`src/rtl/cdr_pkg.sv`:
```
/*
  Constants for the channel one diagnostic configuration and sense
  result register bank: offsets, field positions, reset values, timing.
  Assumes a register access port driven by the serial front end.
*/
// How it works
// - Bit 15 set disables voltage sensing
// - Bit 14 set disables temperature sensing
// - Bit 13 set disables current sensing
// - Threshold field is plain storage only
// - Bit 10 selects unity or eightfold gain
// - Bit 9 enables precise on-state open-load
// - Blanking code selects 0.4/1/2/4 ms
// - Bits 6-5 select pull-up current
// - Off open-load refused while on/faulted
// - Supply-short check refused while on/faulted
// - Bit 2 picks latch-off or auto-retry
// - Bits 1-0 select slew, reset two
// - Current result in bits 9-0
// - Temperature result in bits 9-0
// - Voltage result in bits 9-0
// - Bit 10 flags fresh result
package cdr_pkg;
  localparam logic [7:0]  OFS_DIAG_CFG  = 8'h10;
  localparam logic [7:0]  OFS_RES_CUR   = 8'h11;
  localparam logic [7:0]  OFS_RES_TEMP  = 8'h12;
  localparam logic [7:0]  OFS_RES_VOLT  = 8'h13;
  localparam logic [15:0] RST_DIAG_CFG  = 16'hc002;
  localparam logic [15:0] RST_RESULT    = 16'h0000;
  localparam int BIT_VSNS_DIS   = 15;
  localparam int BIT_TSNS_DIS   = 14;
  localparam int BIT_ISNS_DIS   = 13;
  localparam int POS_OL_THLD    = 11;
  localparam int BIT_GAIN       = 10;
  localparam int BIT_OL_ON_EN   = 9;
  localparam int POS_BLANK      = 7;
  localparam int POS_PU_STR     = 5;
  localparam int BIT_OL_OFF_EN  = 4;
  localparam int BIT_SUP_EN     = 3;
  localparam int BIT_LATCH      = 2;
  localparam int POS_SLEW       = 0;
  localparam int BIT_FRESH      = 10;
  localparam int RES_W          = 10;
  localparam int CLK_MHZ        = 50;
  localparam int BLANK0_US10    = 4;
  localparam int BLANK1_US10    = 10;
  localparam int BLANK2_US10    = 20;
  localparam int BLANK3_US10    = 40;
  // Tenths of ms to cycles: x * 100 us * CLK_MHZ
  localparam int BLANK0_CYC = BLANK0_US10 * 100 * CLK_MHZ;
  localparam int BLANK1_CYC = BLANK1_US10 * 100 * CLK_MHZ;
  localparam int BLANK2_CYC = BLANK2_US10 * 100 * CLK_MHZ;
  localparam int BLANK3_CYC = BLANK3_US10 * 100 * CLK_MHZ;
  localparam int PU_UA0         = 32;
  localparam int CNT_W          = 18;
endpackage

```
`src/rtl/cdr_result.sv`:
```
/*
  One sense result holder: 10-bit value plus fresh flag.
  Assumes conversion strobes and read strobes are clock synchronous.
*/
`timescale 1ns/1ps
module cdr_result
  import cdr_pkg::*;
(
  input  wire logic             i_clk,
  input  wire logic             i_rstn,
  input  wire logic             i_enable,
  input  wire logic             i_conv_vld,
  input  wire logic [RES_W-1:0] i_conv_data,
  input  wire logic             i_read,
  output logic      [15:0]      o_word
);
  logic [RES_W-1:0] value_ff;
  logic             fresh_ff;
  logic             take;

  assign take = i_conv_vld && i_enable;

  always_ff @(posedge i_clk or negedge i_rstn) begin
    if (!i_rstn) begin
      value_ff <= RST_RESULT[RES_W-1:0];
    end else if (take) begin
      value_ff <= i_conv_data;
    end
  end

  always_ff @(posedge i_clk or negedge i_rstn) begin
    if (!i_rstn) begin
      fresh_ff <= 1'b0;
    end else if (take) begin
      fresh_ff <= 1'b1;
    end else if (i_read) begin
      fresh_ff <= 1'b0;
    end
  end

  assign o_word = {5'h00, fresh_ff, value_ff};

  // Fresh flag follows a stored conversion
  property p_fresh_set;
    @(posedge i_clk) disable iff (!i_rstn)
      take |=> fresh_ff && (value_ff == $past(i_conv_data));
  endproperty
  a_fresh_set: assert property (p_fresh_set)
    else $error("fresh flag not set after conversion");

  property p_fresh_clr;
    @(posedge i_clk) disable iff (!i_rstn)
      (i_read && !take) |=> !fresh_ff;
  endproperty
  a_fresh_clr: assert property (p_fresh_clr)
    else $error("fresh flag not cleared by read");
endmodule

```
`src/rtl/cdr_regs.sv`:
```
/*
  Channel one diagnostic configuration and sense result register bank.
  Assumes a synchronous register port from the serial front end: one
  cycle write and read strobes; read data valid the cycle after.
*/
`timescale 1ns/1ps
module cdr_regs
  import cdr_pkg::*;
(
  input  wire logic             I_CLK,
  input  wire logic             I_RSTN,
  input  wire logic             I_WR,
  input  wire logic             I_RD,
  input  wire logic [7:0]       I_ADDR,
  input  wire logic [15:0]      I_WDATA,
  input  wire logic             I_CH_ON,
  input  wire logic             I_CH_FAULT,
  input  wire logic             I_LOAD_HIGH,
  input  wire logic             I_SWITCH_WR,
  input  wire logic             I_CUR_VLD,
  input  wire logic [RES_W-1:0] I_CUR_DATA,
  input  wire logic             I_TEMP_VLD,
  input  wire logic [RES_W-1:0] I_TEMP_DATA,
  input  wire logic             I_VOLT_VLD,
  input  wire logic [RES_W-1:0] I_VOLT_DATA,
  input  wire logic             I_LOAD_FAULT_RAW,
  output logic      [15:0]      O_RDATA,
  output logic                  O_RVALID,
  output logic                  O_VOLT_SENSE_EN,
  output logic                  O_TEMP_SENSE_EN,
  output logic                  O_CUR_SENSE_EN,
  output logic                  O_CURRENT_SENSE_GAIN,
  output logic                  O_ON_OPEN_LOAD_ENABLE,
  output logic      [1:0]       O_OFF_PULLUP_STRENGTH,
  output logic                  O_OFF_OPEN_LOAD_ENABLE,
  output logic                  O_SUPPLY_SHORT_CHECK_ENABLE,
  output logic                  O_FAULT_LATCH_SELECT,
  output logic      [1:0]       O_OUTPUT_SLEW_SELECT,
  output logic                  O_LOAD_FAULT,
  output logic                  O_LATCHED_OFF
);
  logic [15:0]      cfg_ff;
  logic [15:0]      nxt_cfg;
  logic [CNT_W-1:0] blank_cnt_ff;
  logic [CNT_W-1:0] blank_lim;
  logic [15:0]      cur_word;
  logic [15:0]      temp_word;
  logic [15:0]      volt_word;
  logic             wr_cfg;
  logic             rd_cur;
  logic             rd_temp;
  logic             rd_volt;
  logic             off_idle;
  logic [CNT_W-1:0] raw_run_ff;

  assign wr_cfg   = I_WR && (I_ADDR == OFS_DIAG_CFG);
  assign rd_cur   = I_RD && (I_ADDR == OFS_RES_CUR);
  assign rd_temp  = I_RD && (I_ADDR == OFS_RES_TEMP);
  assign rd_volt  = I_RD && (I_ADDR == OFS_RES_VOLT);
  assign off_idle = !I_CH_ON && !I_CH_FAULT;

  // Write filter on off-state checks and precise on-state open-load
  always_comb begin
    nxt_cfg = cfg_ff;
    if (wr_cfg) begin
      nxt_cfg = I_WDATA;
      if (!off_idle) begin
        nxt_cfg[BIT_OL_OFF_EN] = 1'b0;
      end
      if (!off_idle) begin
        nxt_cfg[BIT_SUP_EN] = 1'b0;
      end
      if (I_CH_FAULT || I_LOAD_HIGH) begin
        nxt_cfg[BIT_OL_ON_EN] = 1'b0;
      end
    end
  end

  always_ff @(posedge I_CLK or negedge I_RSTN) begin
    if (!I_RSTN) begin
      cfg_ff <= RST_DIAG_CFG;
    end else begin
      cfg_ff <= nxt_cfg;
    end
  end

  // Config fields to the analog side
  always_ff @(posedge I_CLK or negedge I_RSTN) begin
    if (!I_RSTN) begin
      O_VOLT_SENSE_EN             <= !RST_DIAG_CFG[BIT_VSNS_DIS];
      O_TEMP_SENSE_EN             <= !RST_DIAG_CFG[BIT_TSNS_DIS];
      O_CUR_SENSE_EN              <= !RST_DIAG_CFG[BIT_ISNS_DIS];
      O_CURRENT_SENSE_GAIN        <= RST_DIAG_CFG[BIT_GAIN];
      O_ON_OPEN_LOAD_ENABLE       <= RST_DIAG_CFG[BIT_OL_ON_EN];
      O_OFF_PULLUP_STRENGTH       <= RST_DIAG_CFG[POS_PU_STR +: 2];
      O_OFF_OPEN_LOAD_ENABLE      <= RST_DIAG_CFG[BIT_OL_OFF_EN];
      O_SUPPLY_SHORT_CHECK_ENABLE <= RST_DIAG_CFG[BIT_SUP_EN];
      O_FAULT_LATCH_SELECT        <= RST_DIAG_CFG[BIT_LATCH];
      O_OUTPUT_SLEW_SELECT        <= RST_DIAG_CFG[POS_SLEW +: 2];
    end else begin
      O_VOLT_SENSE_EN             <= !cfg_ff[BIT_VSNS_DIS];
      O_TEMP_SENSE_EN             <= !cfg_ff[BIT_TSNS_DIS];
      O_CUR_SENSE_EN              <= !cfg_ff[BIT_ISNS_DIS];
      O_CURRENT_SENSE_GAIN        <= cfg_ff[BIT_GAIN];
      O_ON_OPEN_LOAD_ENABLE       <= cfg_ff[BIT_OL_ON_EN];
      O_OFF_PULLUP_STRENGTH       <= cfg_ff[POS_PU_STR +: 2];
      O_OFF_OPEN_LOAD_ENABLE      <= cfg_ff[BIT_OL_OFF_EN];
      O_SUPPLY_SHORT_CHECK_ENABLE <= cfg_ff[BIT_SUP_EN];
      O_FAULT_LATCH_SELECT        <= cfg_ff[BIT_LATCH];
      O_OUTPUT_SLEW_SELECT        <= cfg_ff[POS_SLEW +: 2];
    end
  end

  always_comb begin
    case (cfg_ff[POS_BLANK +: 2])
      2'h0:    blank_lim = CNT_W'(BLANK0_CYC);
      2'h1:    blank_lim = CNT_W'(BLANK1_CYC);
      2'h2:    blank_lim = CNT_W'(BLANK2_CYC);
      default: blank_lim = CNT_W'(BLANK3_CYC);
    endcase
  end

  // Raw condition must persist the whole blanking time
  always_ff @(posedge I_CLK or negedge I_RSTN) begin
    if (!I_RSTN) begin
      blank_cnt_ff <= '0;
      O_LOAD_FAULT <= 1'b0;
    end else if (!I_LOAD_FAULT_RAW) begin
      blank_cnt_ff <= '0;
      O_LOAD_FAULT <= 1'b0;
    end else if (blank_cnt_ff >= blank_lim - CNT_W'(1)) begin
      O_LOAD_FAULT <= 1'b1;
    end else begin
      blank_cnt_ff <= blank_cnt_ff + CNT_W'(1);
    end
  end

  // Checker only: consecutive raw-high edges, saturating
  always_ff @(posedge I_CLK or negedge I_RSTN) begin
    if (!I_RSTN) begin
      raw_run_ff <= '0;
    end else if (!I_LOAD_FAULT_RAW) begin
      raw_run_ff <= '0;
    end else if (raw_run_ff != '1) begin
      raw_run_ff <= raw_run_ff + CNT_W'(1);
    end
  end

  always_ff @(posedge I_CLK or negedge I_RSTN) begin
    if (!I_RSTN) begin
      O_LATCHED_OFF <= 1'b0;
    end else if (I_CH_FAULT && cfg_ff[BIT_LATCH]) begin
      O_LATCHED_OFF <= 1'b1;
    end else if (I_SWITCH_WR) begin
      O_LATCHED_OFF <= 1'b0;
    end
  end

  cdr_result u_cur (
    .i_clk       (I_CLK),
    .i_rstn      (I_RSTN),
    .i_enable    (!cfg_ff[BIT_ISNS_DIS]),
    .i_conv_vld  (I_CUR_VLD),
    .i_conv_data (I_CUR_DATA),
    .i_read      (rd_cur),
    .o_word      (cur_word)
  );

  cdr_result u_temp (
    .i_clk       (I_CLK),
    .i_rstn      (I_RSTN),
    .i_enable    (!cfg_ff[BIT_TSNS_DIS]),
    .i_conv_vld  (I_TEMP_VLD),
    .i_conv_data (I_TEMP_DATA),
    .i_read      (rd_temp),
    .o_word      (temp_word)
  );

  cdr_result u_volt (
    .i_clk       (I_CLK),
    .i_rstn      (I_RSTN),
    .i_enable    (!cfg_ff[BIT_VSNS_DIS]),
    .i_conv_vld  (I_VOLT_VLD),
    .i_conv_data (I_VOLT_DATA),
    .i_read      (rd_volt),
    .o_word      (volt_word)
  );

  always_ff @(posedge I_CLK or negedge I_RSTN) begin
    if (!I_RSTN) begin
      O_RDATA  <= 16'h0000;
      O_RVALID <= 1'b0;
    end else begin
      O_RVALID <= I_RD;
      if (I_RD) begin
        case (I_ADDR)
          OFS_DIAG_CFG: O_RDATA <= cfg_ff;
          OFS_RES_CUR:  O_RDATA <= cur_word;
          OFS_RES_TEMP: O_RDATA <= temp_word;
          OFS_RES_VOLT: O_RDATA <= volt_word;
          default:      O_RDATA <= 16'h0000;
        endcase
      end
    end
  end

  property p_off_refuse;
    @(posedge I_CLK) disable iff (!I_RSTN)
      (wr_cfg && I_CH_ON) |=> !cfg_ff[BIT_OL_OFF_EN];
  endproperty
  a_off_refuse: assert property (p_off_refuse)
    else $error("off open-load enabled while channel on");

  property p_sup_refuse;
    @(posedge I_CLK) disable iff (!I_RSTN)
      (wr_cfg && I_CH_FAULT) |=> !cfg_ff[BIT_SUP_EN];
  endproperty
  a_sup_refuse: assert property (p_sup_refuse)
    else $error("supply short check enabled under fault");

  property p_vsense;
    @(posedge I_CLK) disable iff (!I_RSTN)
      ##1 O_VOLT_SENSE_EN == !$past(cfg_ff[BIT_VSNS_DIS]);
  endproperty
  a_vsense: assert property (p_vsense)
    else $error("voltage sense enable mismatch");

  property p_slew;
    @(posedge I_CLK) disable iff (!I_RSTN)
      wr_cfg |=> ##1 O_OUTPUT_SLEW_SELECT == $past(I_WDATA[1:0], 2);
  endproperty
  a_slew: assert property (p_slew)
    else $error("slew code not applied two cycles after write");

  property p_cur_read;
    @(posedge I_CLK) disable iff (!I_RSTN)
      rd_cur |=> O_RVALID && O_RDATA[15:11] == 5'h00;
  endproperty
  a_cur_read: assert property (p_cur_read)
    else $error("current result upper bits not zero");

  property p_latch;
    @(posedge I_CLK) disable iff (!I_RSTN)
      (I_CH_FAULT && cfg_ff[BIT_LATCH]) |=> O_LATCHED_OFF;
  endproperty
  a_latch: assert property (p_latch)
    else $error("channel not latched off after fault");

  property p_blank;
    @(posedge I_CLK) disable iff (!I_RSTN)
      $rose(O_LOAD_FAULT) |-> $past(I_LOAD_FAULT_RAW);
  endproperty
  a_blank: assert property (p_blank)
    else $error("load fault without raw condition");

  property p_off_refuse_flt;
    @(posedge I_CLK) disable iff (!I_RSTN)
      (wr_cfg && I_CH_FAULT) |=> !cfg_ff[BIT_OL_OFF_EN];
  endproperty
  a_off_refuse_flt: assert property (p_off_refuse_flt)
    else $error("off open-load enabled under fault");

  property p_sup_refuse_on;
    @(posedge I_CLK) disable iff (!I_RSTN)
      (wr_cfg && I_CH_ON) |=> !cfg_ff[BIT_SUP_EN];
  endproperty
  a_sup_refuse_on: assert property (p_sup_refuse_on)
    else $error("supply short check enabled while channel on");

  property p_precise_refuse;
    @(posedge I_CLK) disable iff (!I_RSTN)
      (wr_cfg && (I_CH_FAULT || I_LOAD_HIGH)) |=> !cfg_ff[BIT_OL_ON_EN];
  endproperty
  a_precise_refuse: assert property (p_precise_refuse)
    else $error("precise open-load enabled under fault or high load");

  // Unfiltered fields land exactly as written
  property p_cfg_store;
    @(posedge I_CLK) disable iff (!I_RSTN)
      wr_cfg |=>
        cfg_ff[BIT_VSNS_DIS:BIT_GAIN] == $past(I_WDATA[BIT_VSNS_DIS:BIT_GAIN])
        && cfg_ff[BIT_OL_ON_EN-1:POS_PU_STR]
           == $past(I_WDATA[BIT_OL_ON_EN-1:POS_PU_STR])
        && cfg_ff[BIT_LATCH:POS_SLEW] == $past(I_WDATA[BIT_LATCH:POS_SLEW]);
  endproperty
  a_cfg_store: assert property (p_cfg_store)
    else $error("configuration field not stored as written");

  property p_tsense;
    @(posedge I_CLK) disable iff (!I_RSTN)
      wr_cfg |=> ##1 O_TEMP_SENSE_EN == !$past(I_WDATA[BIT_TSNS_DIS], 2);
  endproperty
  a_tsense: assert property (p_tsense)
    else $error("temperature sense enable not applied after write");

  property p_isense;
    @(posedge I_CLK) disable iff (!I_RSTN)
      wr_cfg |=> ##1 O_CUR_SENSE_EN == !$past(I_WDATA[BIT_ISNS_DIS], 2);
  endproperty
  a_isense: assert property (p_isense)
    else $error("current sense enable not applied after write");

  property p_gain;
    @(posedge I_CLK) disable iff (!I_RSTN)
      wr_cfg |=> ##1 O_CURRENT_SENSE_GAIN == $past(I_WDATA[BIT_GAIN], 2);
  endproperty
  a_gain: assert property (p_gain)
    else $error("current sense gain not applied after write");

  property p_pullup;
    @(posedge I_CLK) disable iff (!I_RSTN)
      wr_cfg |=> ##1
        O_OFF_PULLUP_STRENGTH == $past(I_WDATA[POS_PU_STR +: 2], 2);
  endproperty
  a_pullup: assert property (p_pullup)
    else $error("pull-up strength not applied after write");

  property p_res_read;
    @(posedge I_CLK) disable iff (!I_RSTN)
      (rd_temp || rd_volt) |=> O_RVALID && O_RDATA[15:11] == 5'h00;
  endproperty
  a_res_read: assert property (p_res_read)
    else $error("temperature or voltage result upper bits not zero");

  // Fault never rises before the shortest blanking time
  property p_blank_min;
    @(posedge I_CLK) disable iff (!I_RSTN)
      $rose(O_LOAD_FAULT) |-> raw_run_ff >= CNT_W'(BLANK0_CYC);
  endproperty
  a_blank_min: assert property (p_blank_min)
    else $error("load fault raised before blanking time");

  property p_blank_drop;
    @(posedge I_CLK) disable iff (!I_RSTN)
      !I_LOAD_FAULT_RAW |=> !O_LOAD_FAULT;
  endproperty
  a_blank_drop: assert property (p_blank_drop)
    else $error("load fault held after raw condition ended");

  property p_latch_hold;
    @(posedge I_CLK) disable iff (!I_RSTN)
      (O_LATCHED_OFF && !I_SWITCH_WR) |=> O_LATCHED_OFF;
  endproperty
  a_latch_hold: assert property (p_latch_hold)
    else $error("latched-off state lost without switch write");
endmodule

```
`config.mk`:
```
export PLATFORM = sky130hd
export DESIGN_NAME = cdr_regs
export DESIGN_NICKNAME = d
export VERILOG_FILES = /design/src/rtl/cdr_pkg.sv /design/src/rtl/cdr_result.sv /design/src/rtl/cdr_regs.sv
export SDC_FILE = /design/constraint.sdc
export NUM_CORES = 1
export LEC_CHECK = 0
export BUFFER_PORTS_ARGS = -buffer_cell sky130_fd_sc_hd__buf_4
export CORE_UTILIZATION = 25
export CTS_BUF_LIST = sky130_fd_sc_hd__clkbuf_4
export CTS_CLUSTER_SIZE = 14
export DETAILED_ROUTE_END_ITERATION = 12
export HOLD_SLACK_MARGIN = 0.03
export PLACE_DENSITY = 0.43
export SYNTH_ARGS = -nofsm -noshare
export SYNTH_HDL_FRONTEND = slang
export SYNTH_HIERARCHICAL = 1
export SYNTH_SLANG_ARGS = --single-unit
```
`constraint.sdc`:
```
create_clock -name I_CLK -period 3.89 [get_ports I_CLK]
set_input_delay 0.1945 -clock I_CLK [delete_from_list [all_inputs] [get_ports I_CLK]]
set_output_delay 0.1945 -clock I_CLK [all_outputs]
set_load 0.03 [all_outputs]
```
* Word-level counts from Yosys, hierarchy flattened
Index checks and enable logic that the tools add are counted.
** Word-level totals
- Bits of input ports :: 66
- Output and inout bits :: 31
- Logic and storage cells :: 70
- Register bits :: 98
** Operators by class
- Magnitude comparators :: 1
- Reduce and logical (&&, ||, !) cells :: 20
- Eq/ne operators :: 8
- Multiplexer cells :: 17
- $add $sub $neg :: 2
** Operators by type and width (number)
- 16-bit one-hot mux with 4 select lines :: 1
- 18-bit one-hot mux with 3 select lines :: 1
- 18-bit two-way mux :: 2
- 8-bit by 5-bit equality test with 1-bit output, second input constant :: 4
- 18-bit by 1-bit adder with 18-bit output, second input constant :: 1
- 18-bit greater-or-equal comparator :: 1
- 18-bit by 1-bit subtractor with 18-bit output, second input constant :: 1
- 1-bit two-way mux :: 13
- 1-bit logical AND :: 9
- 2-bit nonzero test :: 4
- 1-bit logical NOT :: 5
- 2-bit by 1-bit equality test with 1-bit output, second input constant :: 1
- 2-bit equality test, second input constant :: 1
- 2-bit logical NOT :: 1
- 2-bit by 1-bit inequality test with 1-bit output, second input constant :: 1
- 2-bit inequality test, second input constant :: 1
- 1-bit logical OR :: 1

* Depth between registers and ports, before layout
Gate-level depths: netlist of the first run.
- Depth after elaboration :: 6
- Gate-level depth with buffers :: 11
- Gate-level depth less buffers :: 9

* Cells and area by module
The synthesis of the first run kept the hierarchy.
** Modules (own cells, without submodules)
- cdr_regs :: cells an instance 329, area each 3432.0 µm², sequential area each 1632.8 µm², times used 1
- cdr_result :: cells an instance 32, area each 496.7 µm², sequential area each 275.3 µm², times used 3

* Worst setup path after synthesis of the first run
OpenSTA, ideal clock, no wires.
- Kind :: register to register
- From :: reg cfg_ff[7]
- To :: reg blank_cnt_ff[13]
- Cell stages (with the launch flop) :: 10
- Arrival time :: 2.544 ns
- Buffers on the path :: 1
- Clock period less this slack :: 2.624 ns
- Data required time :: 3.811 ns
- Library setup time :: 0.079 ns
- Slack :: 1.266 ns
- Path through :: dfrtp_1 > inv_1 > ha_1 > ha_1 > a2111o_1 > a21oi_1 > nand2_1 > clkbuf_1 > nor4_1 > mux2i_1
** Between the ends
- Word-level cells in the longest chain between the ends :: 5
- Elaborated cells on any way between the ends :: 7
- Classes of those cells :: add/sub (1); order compare (1); eq/ne (3); mux (1); reduce/logical (1)
** RTL lines
- start, declared :: RTL line cdr_regs.sv:42 : logic [15:0] cfg_ff;
- start signal, assigned :: RTL line cdr_regs.sv:83 : cfg_ff <= nxt_cfg;
- 2-bit equality test, or another cell as far along :: RTL line cdr_regs.sv:115 : case (cfg_ff[POS_BLANK +: 2])
- 18-bit one-hot mux with 3 select lines (*) :: RTL line cdr_regs.sv:115
- 18-bit by 1-bit subtractor with 18-bit output (*) :: RTL line cdr_regs.sv:131 : end else if (blank_cnt_ff >= blank_lim - CNT_W'(1)) begin
- 18-bit greater-or-equal comparator (*) :: RTL line cdr_regs.sv:131
- 2-bit inequality test (no line) (*)
- end signal, assigned :: RTL line cdr_regs.sv:134 : blank_cnt_ff <= blank_cnt_ff + CNT_W'(1);
- end, declared :: RTL line cdr_regs.sv:44 : logic [CNT_W-1:0] blank_cnt_ff;
Every way passes the cells marked *; elsewhere a longest branch is shown, timed or not.
A chain may end at the register's enable or synchronous reset.

* Worst setup path after layout of the first run
- From :: reg cfg_ff[7]
- To :: reg blank_cnt_ff[14]
The elaborated chain is that of the path after synthesis.

==> results of run 1 <==
state kept, by name, indices dropped and copies added, names as in the netlist, 2 cells and up:
name,flops
O_RDATA,16
u_volt/value_ff,10
cfg_ff,16
u_cur/value_ff,10
u_temp/value_ff,10
O_OFF_PULLUP_STRENGTH,2
O_OUTPUT_SLEW_SELECT,2
blank_cnt_ff,18
stage by stage:
step	area (um^2)	total power, mW	setup slack (ps)	util (%)
after floorplan	4967	1.288	1266	-
after detailed placement	5803	1.417	974.8	30.51
final	6475	1.973	931.5	34.05
after global routing	6475	2.076	682.7	34.05
after global placement	5803	1.411	1052	30.51
after CTS	6472	2.015	934.3	34.03
repair_timing:
action | 4_1_cts | 5_1_grt
buffers inserted | 0 | 0
hold endpoints to repair | 111 | 0
hold buffers | 54 | 0
cell usage after synthesis, types with 2 or more instances:
cell type / number
dfrtp_1: 93
a22oi_1: 32
mux2_4: 31
nand2_1: 31
ha_1: 21
nor2_1: 21
buf_4: 18
a31oi_1: 16
inv_1: 15
o21ai_0: 13
a21oi_1: 12
mux2_2: 12
mux2i_1: 9
nand2b_1: 9
clkbuf_1: 8
nand3_1: 8
buf_2: 6
nor3_1: 6
dfstp_2: 5
nor4_1: 5
o31ai_1: 5
or3_1: 5
or4_1: 5
buf_6: 4
nand4_1: 4
and2_1: 3
and4_1: 3
conb_1: 3
nand2_2: 3
buf_1: 2
nor4_4: 2
or2_2: 2
worst max-delay path, stage by stage (launching register included):
cell      delay, ps
dfrtp_1         520
inv_1           170
ha_1            340
ha_1            290
a2111o_1        390
a21oi_1         240
nand2_1         290
nor4_1          420
mux2i_1         230
worst paths after layout:
kind | startpoint | endpoint | slack, ps | depth (start not counted)
setup / recovery | cfg_ff[7]$_DFFE_PN0P_ | blank_cnt_ff[14]$_DFFE_PN0P_ | 930 | 8
setup reg to reg | cfg_ff[7]$_DFFE_PN0P_ | blank_cnt_ff[14]$_DFFE_PN0P_ | 930 | 8
hold reg to reg | cfg_ff[1]$_DFFE_PN1P_ | O_OUTPUT_SLEW_SELECT[1]$_DFF_PN1_ | 390 | 0
min in group asynchronous | I_RSTN | O_FAULT_LATCH_SELECT$_DFF_PN0_ | 370 | 2
hold / removal | I_LOAD_FAULT_RAW | blank_cnt_ff[17]$_DFFE_PN0P_ | 80 | 3
max in group asynchronous | I_RSTN | blank_cnt_ff[9]$_DFFE_PN0P_ | 2530 | 3
metal layers:
layer | vias up | part of all wire, % | wire length [um]
met5 | - | 0 | 0
met3 | 14 | 3.1 | 400
met4 | 0 | 1.8 | 224
met1 | 1799 | 47 | 5947
met2 | 62 | 49 | 6211
li1 | 1777 | - | -
area by class of cell:
| class | count | area share [%] |
|---|---|---|
| clock buffer | 9 | 1.043 |
| sequential | 98 | 37.97 |
| multi-input combinational | 285 | 33.99 |
| antenna | 1 | 0.03865 |
| tap | 260 | 5.024 |
| timing repair buffer | 155 | 20.06 |
| inverter | 16 | 0.9275 |
| clock inverter | 7 | 0.9469 |
where the power goes:
| part | total (mW) | internal, mW | switching, mW |
|---|---|---|---|
| clock | 0.535 | 0.144 | 0.391 |
| combinational | 0.321 | 0.170 | 0.150 |
| sequential | 1.12 | 1.08 | 0.0380 |
cell families after synthesis:
logic type	share of synthesized area [%]
muxes	14.03
other	0.2288
AOI/OAI and AO/OA	11.31
buffers and inverters	6.253
and+or+nand+nor	12.89
DFF	49.95
adders and majority gates	5.338
==> reports/results.ini, run 1 <==
[clock_network]
cts_buffers = 9
cts_root_buffer = clkbuf_4
cts_tree = yes
clock_latency_ps = 470
cts_resized = 0
clkSinkCount = 98
h-tree-depth = 3
clockBufferDepth = 2
path_clk_slew_ps = 160

[synthesis]
synth_top_area_share_pct = 47.28
ys.flop_type = dfrtp_1
synth_area_um2 = 4922
ys_seq_elements = 98
seq_area_frac_synth_pct = 49.95
syn-mean-instance-area_um2 = 11.58
synthArstFlopShare_pct = 100.0
yosys-top-cells-area = dfrtp_1 47%, mux2_4 9.5%, ha_1 5.3%, a22oi_1 4.9%, buf_4 2.7%
ys_warn_count = 6
yosysUniqueCellTypes = 45
synth_top_area_cell = dfrtp_1
synth-edff-count = 0
synthCells = 425

[global_route]
track_usage_pct = 13.29
antenna_found_initial = 1
grt_pass1_vias = 3798
grt.met1_usage_pct = 16.87
grt.met3_usage_pct = 2.456
grt_pass1_wl_mm = 20.34
grt.busiest_layer = met2
grt_max_degree = 70
grt-ovfl-total = 0
grtUsageMet2_pct = 22.19

[die]
start_util_pct = 25.88
die_w_um = 142.3
io_pins = 97
core_area_um2 = 19020
num_rows = 50
die_y_um = 142.3
fp.dieArea_um2 = 20250

[pwr]
ir_worst_vdd_mv = 0.1186
power.leakage_nw = 2.915
p_per_area_nw_per_um2 = 304.7

[cells_and_area]
regArea_um2 = 2459
drive_above_1_share_pct = 30.70
instances_no_fill = 831
multi_input_area_um2 = 2201
fillers = 1935
final_common_cell = buf_4
area_growth_pct = 31.55
final_cell_mix = 101 x buf_4, 93 x dfrtp_1, 54 x dlygate4sd3_1
nets = 652

[min_path]
hold_path_class = in2reg

[drt]
final_antenna_net_count = 0
num_vias = 3652
firstDrtPassIters = 4
drc = 0
drtIter0Drc = 123
drt_wl_total_mm = 12.78
wl_per_cell_um = 15.38
vias_per_cell = 4.395

[place]
dp.cells = 760
hpwl_mm = 8.516
gp_congestion = 0.7518
io_buffers = 96

[setup_path]
path_class = reg2reg
worstPathRequired_ps = 4290
startpoint_type = flip-flop
cp.arrival_ps = 3360
crit_fanout = 13
end_kind = flip-flop

[sta]
skew_ps = 15.84
max_slew_margin_pct = 39.20
tightest_slew_ps = 912.1
setup_viol = 0
finalMaxSlewViolations = 0
fmax_ghz = 0.3380
rsz0062_at_grt = false
tns_ps = 0
finalHoldViolCount = 0
min_period_over_period_pct = 76.05
min_period_ps = 2959
whs_ps = 79.43

[flow_run]
drv_cap = 0

[outcome]
status = finished, final reports clean

(Power assumes the default switching activity.)
==> inputs of run 2 (changes only) <==
==> constraint.sdc (replaced) <==
create_clock -name I_CLK -period 3 [get_ports I_CLK]
set_input_delay 0.15 -clock I_CLK [delete_from_list [all_inputs] [get_ports I_CLK]]
set_output_delay 0.15 -clock I_CLK [all_outputs]
set_load 0.03 [all_outputs]
==> reports/results.ini, run 2 (synthesis results as in run 1) <==
[die]
die_y_um = 142.3
core_area_um2 = 19020
die_w_um = 142.3
num_rows = 50
start_util_pct = 25.88
fp.dieArea_um2 = 20250
io_pins = 97

[global_route]
antenna_found_initial = 1
track_usage_pct = 13.34
grt-ovfl-total = 0
grt_pass1_wl_mm = 20.46
grt_max_degree = 67
grt_pass1_vias = 3813

[cells_and_area]
largest_register_ffs = 18
final_cell_mix = 103 x buf_4, 93 x dfrtp_1, 54 x dlygate4sd3_1
instances_no_fill = 834
area_growth_pct = 33.66
largestRegisters = blank_cnt_ff (18), O_RDATA (16), cfg_ff (16)
fillers = 1907
drive_above_1_share_pct = 32.46
largest-register = blank_cnt_ff
nets = 655
final_common_cell = buf_4

[outcome]
status = finished, final reports clean

[setup_path]
crit_family = simple AND/OR/NAND/NOR gates
cp_cell_sequence = inv_1 -> ha_1 -> inv_1 -> ha_1 -> a211o_1 -> o211ai_1 -> nand3_2 -> or4_1 -> a21oi_1
cp.buffers_inverters = 2
cp.arrival_ps = 3160
critPathSlowestCell = dfrtp_1
startpoint_type = flip-flop
worstPathRequired_ps = 3400
path_class = reg2reg
crit_fanout = 9
end_kind = flip-flop
slowest_delay_ps = 480

[sta]
finalHoldViolCount = 0
min_period_over_period_pct = 91.95
fmax_ghz = 0.3625
tightest_slew_ps = 902.0
max_slew_margin_pct = 39.87
setup_viol = 0
rsz0062_at_grt = false
tns_ps = 0
finalMaxSlewViolations = 0
skew_ps = 28.87
min_period_ps = 2758

[drt]
num_vias = 3615
drtIter0Drc = 167
wl_per_cell_um = 15.30
drc = 0
firstDrtPassIters = 4
final_antenna_net_count = 0
vias_per_cell = 4.335
drt_wl_total_mm = 12.76

[place]
io_buffers = 96
gp_congestion = 0.7572
hpwl_mm = 8.840
dp.cells = 763

[pwr]
p_per_area_nw_per_um2 = 405.9
ir_worst_vdd_mv = 0.2302
power.leakage_nw = 2.950

[clock_network]
cts_tree = yes
path_clk_slew_ps = 170
clockBufferDepth = 2
cts_buffers = 9
cts_root_buffer = clkbuf_4
clkSinkCount = 98
h-tree-depth = 3
cts_setup_buffers = 0
clock_latency_ps = 490

[flow_run]
drv_cap = 0

[min_path]
hold_path_class = in2reg

[run 2: stage by stage]
step,utilization (%),power (mW),instance area [um^2],worst slack [ps],hold WS [ps]
floorplan,-,1.670,4967,376.3,-145.6
global placement,30.70,1.835,5838,232.9,341.3
detailed placement,30.70,1.842,5838,110.4,357.5
CTS,34.39,2.713,6540,69.28,133.5
global route,34.59,2.805,6579,10.35,196.6
finish,34.59,2.670,6579,241.5,165.4
[run 2: path summary, 6_finish.rpt]
| kind | from | endpoint | slack, ps | cells after the start |
|---|---|---|---|---|
| setup / recovery | cfg_ff[8]$_DFFE_PN0P_ | blank_cnt_ff[8]$_DFFE_PN0P_ | 240 | 9 |
| hold / removal | I_WR | cfg_ff[3]$_DFFE_PN0P_ | 170 | 4 |
| setup reg to reg | cfg_ff[8]$_DFFE_PN0P_ | blank_cnt_ff[8]$_DFFE_PN0P_ | 240 | 9 |
| hold reg to reg | cfg_ff[1]$_DFFE_PN1P_ | O_OUTPUT_SLEW_SELECT[1]$_DFF_PN1_ | 390 | 0 |
| max in group asynchronous | I_RSTN | cfg_ff[7]$_DFFE_PN0P_ | 1940 | 3 |
| min in group asynchronous | I_RSTN | O_VOLT_SENSE_EN$_DFF_PN0_ | 300 | 2 |
[run 2: tightest hold or removal path: stages]
cell,delay [ps]
buf_4,90
nand2_4,180
nand2_1,120
o21ai_0,70
[run 2: power by group]
part           switching (mW)  internal, mW
logic                   0.194         0.224
clock network           0.526         0.278
registers              0.0485          1.40
[run 2: timing repair]
| item | CTS | global route |
|---|---|---|
| hold buffers | 54 | 0 |
| gates resized for setup | 0 | 8 |
| hold endpoints to repair | 118 | 0 |
| setup endpoints to repair | 0 | 18 |
[run 2: layout make-up]
class                   count  area, um^2  area share (%)
well taps                 260       325.3           4.945
inverters                  16       60.06          0.9129
multi-input cells         285        2237           34.01
clock buffers               9       67.56           1.027
clock inverters             7       93.84           1.426
flip-flops and latches     98        2459           37.37
repair buffers            158        1334           20.27
diodes                      1       2.502         0.03804
[run 2: per-layer routing]
layer,GRT usage [%],share of wire [%],vias up
met2,22.39,49,75
li1,-,-,1785
met1,16.98,46,1743
met5,0,0,-
met3,2.221,3.6,12
met4,5.433,1.6,0
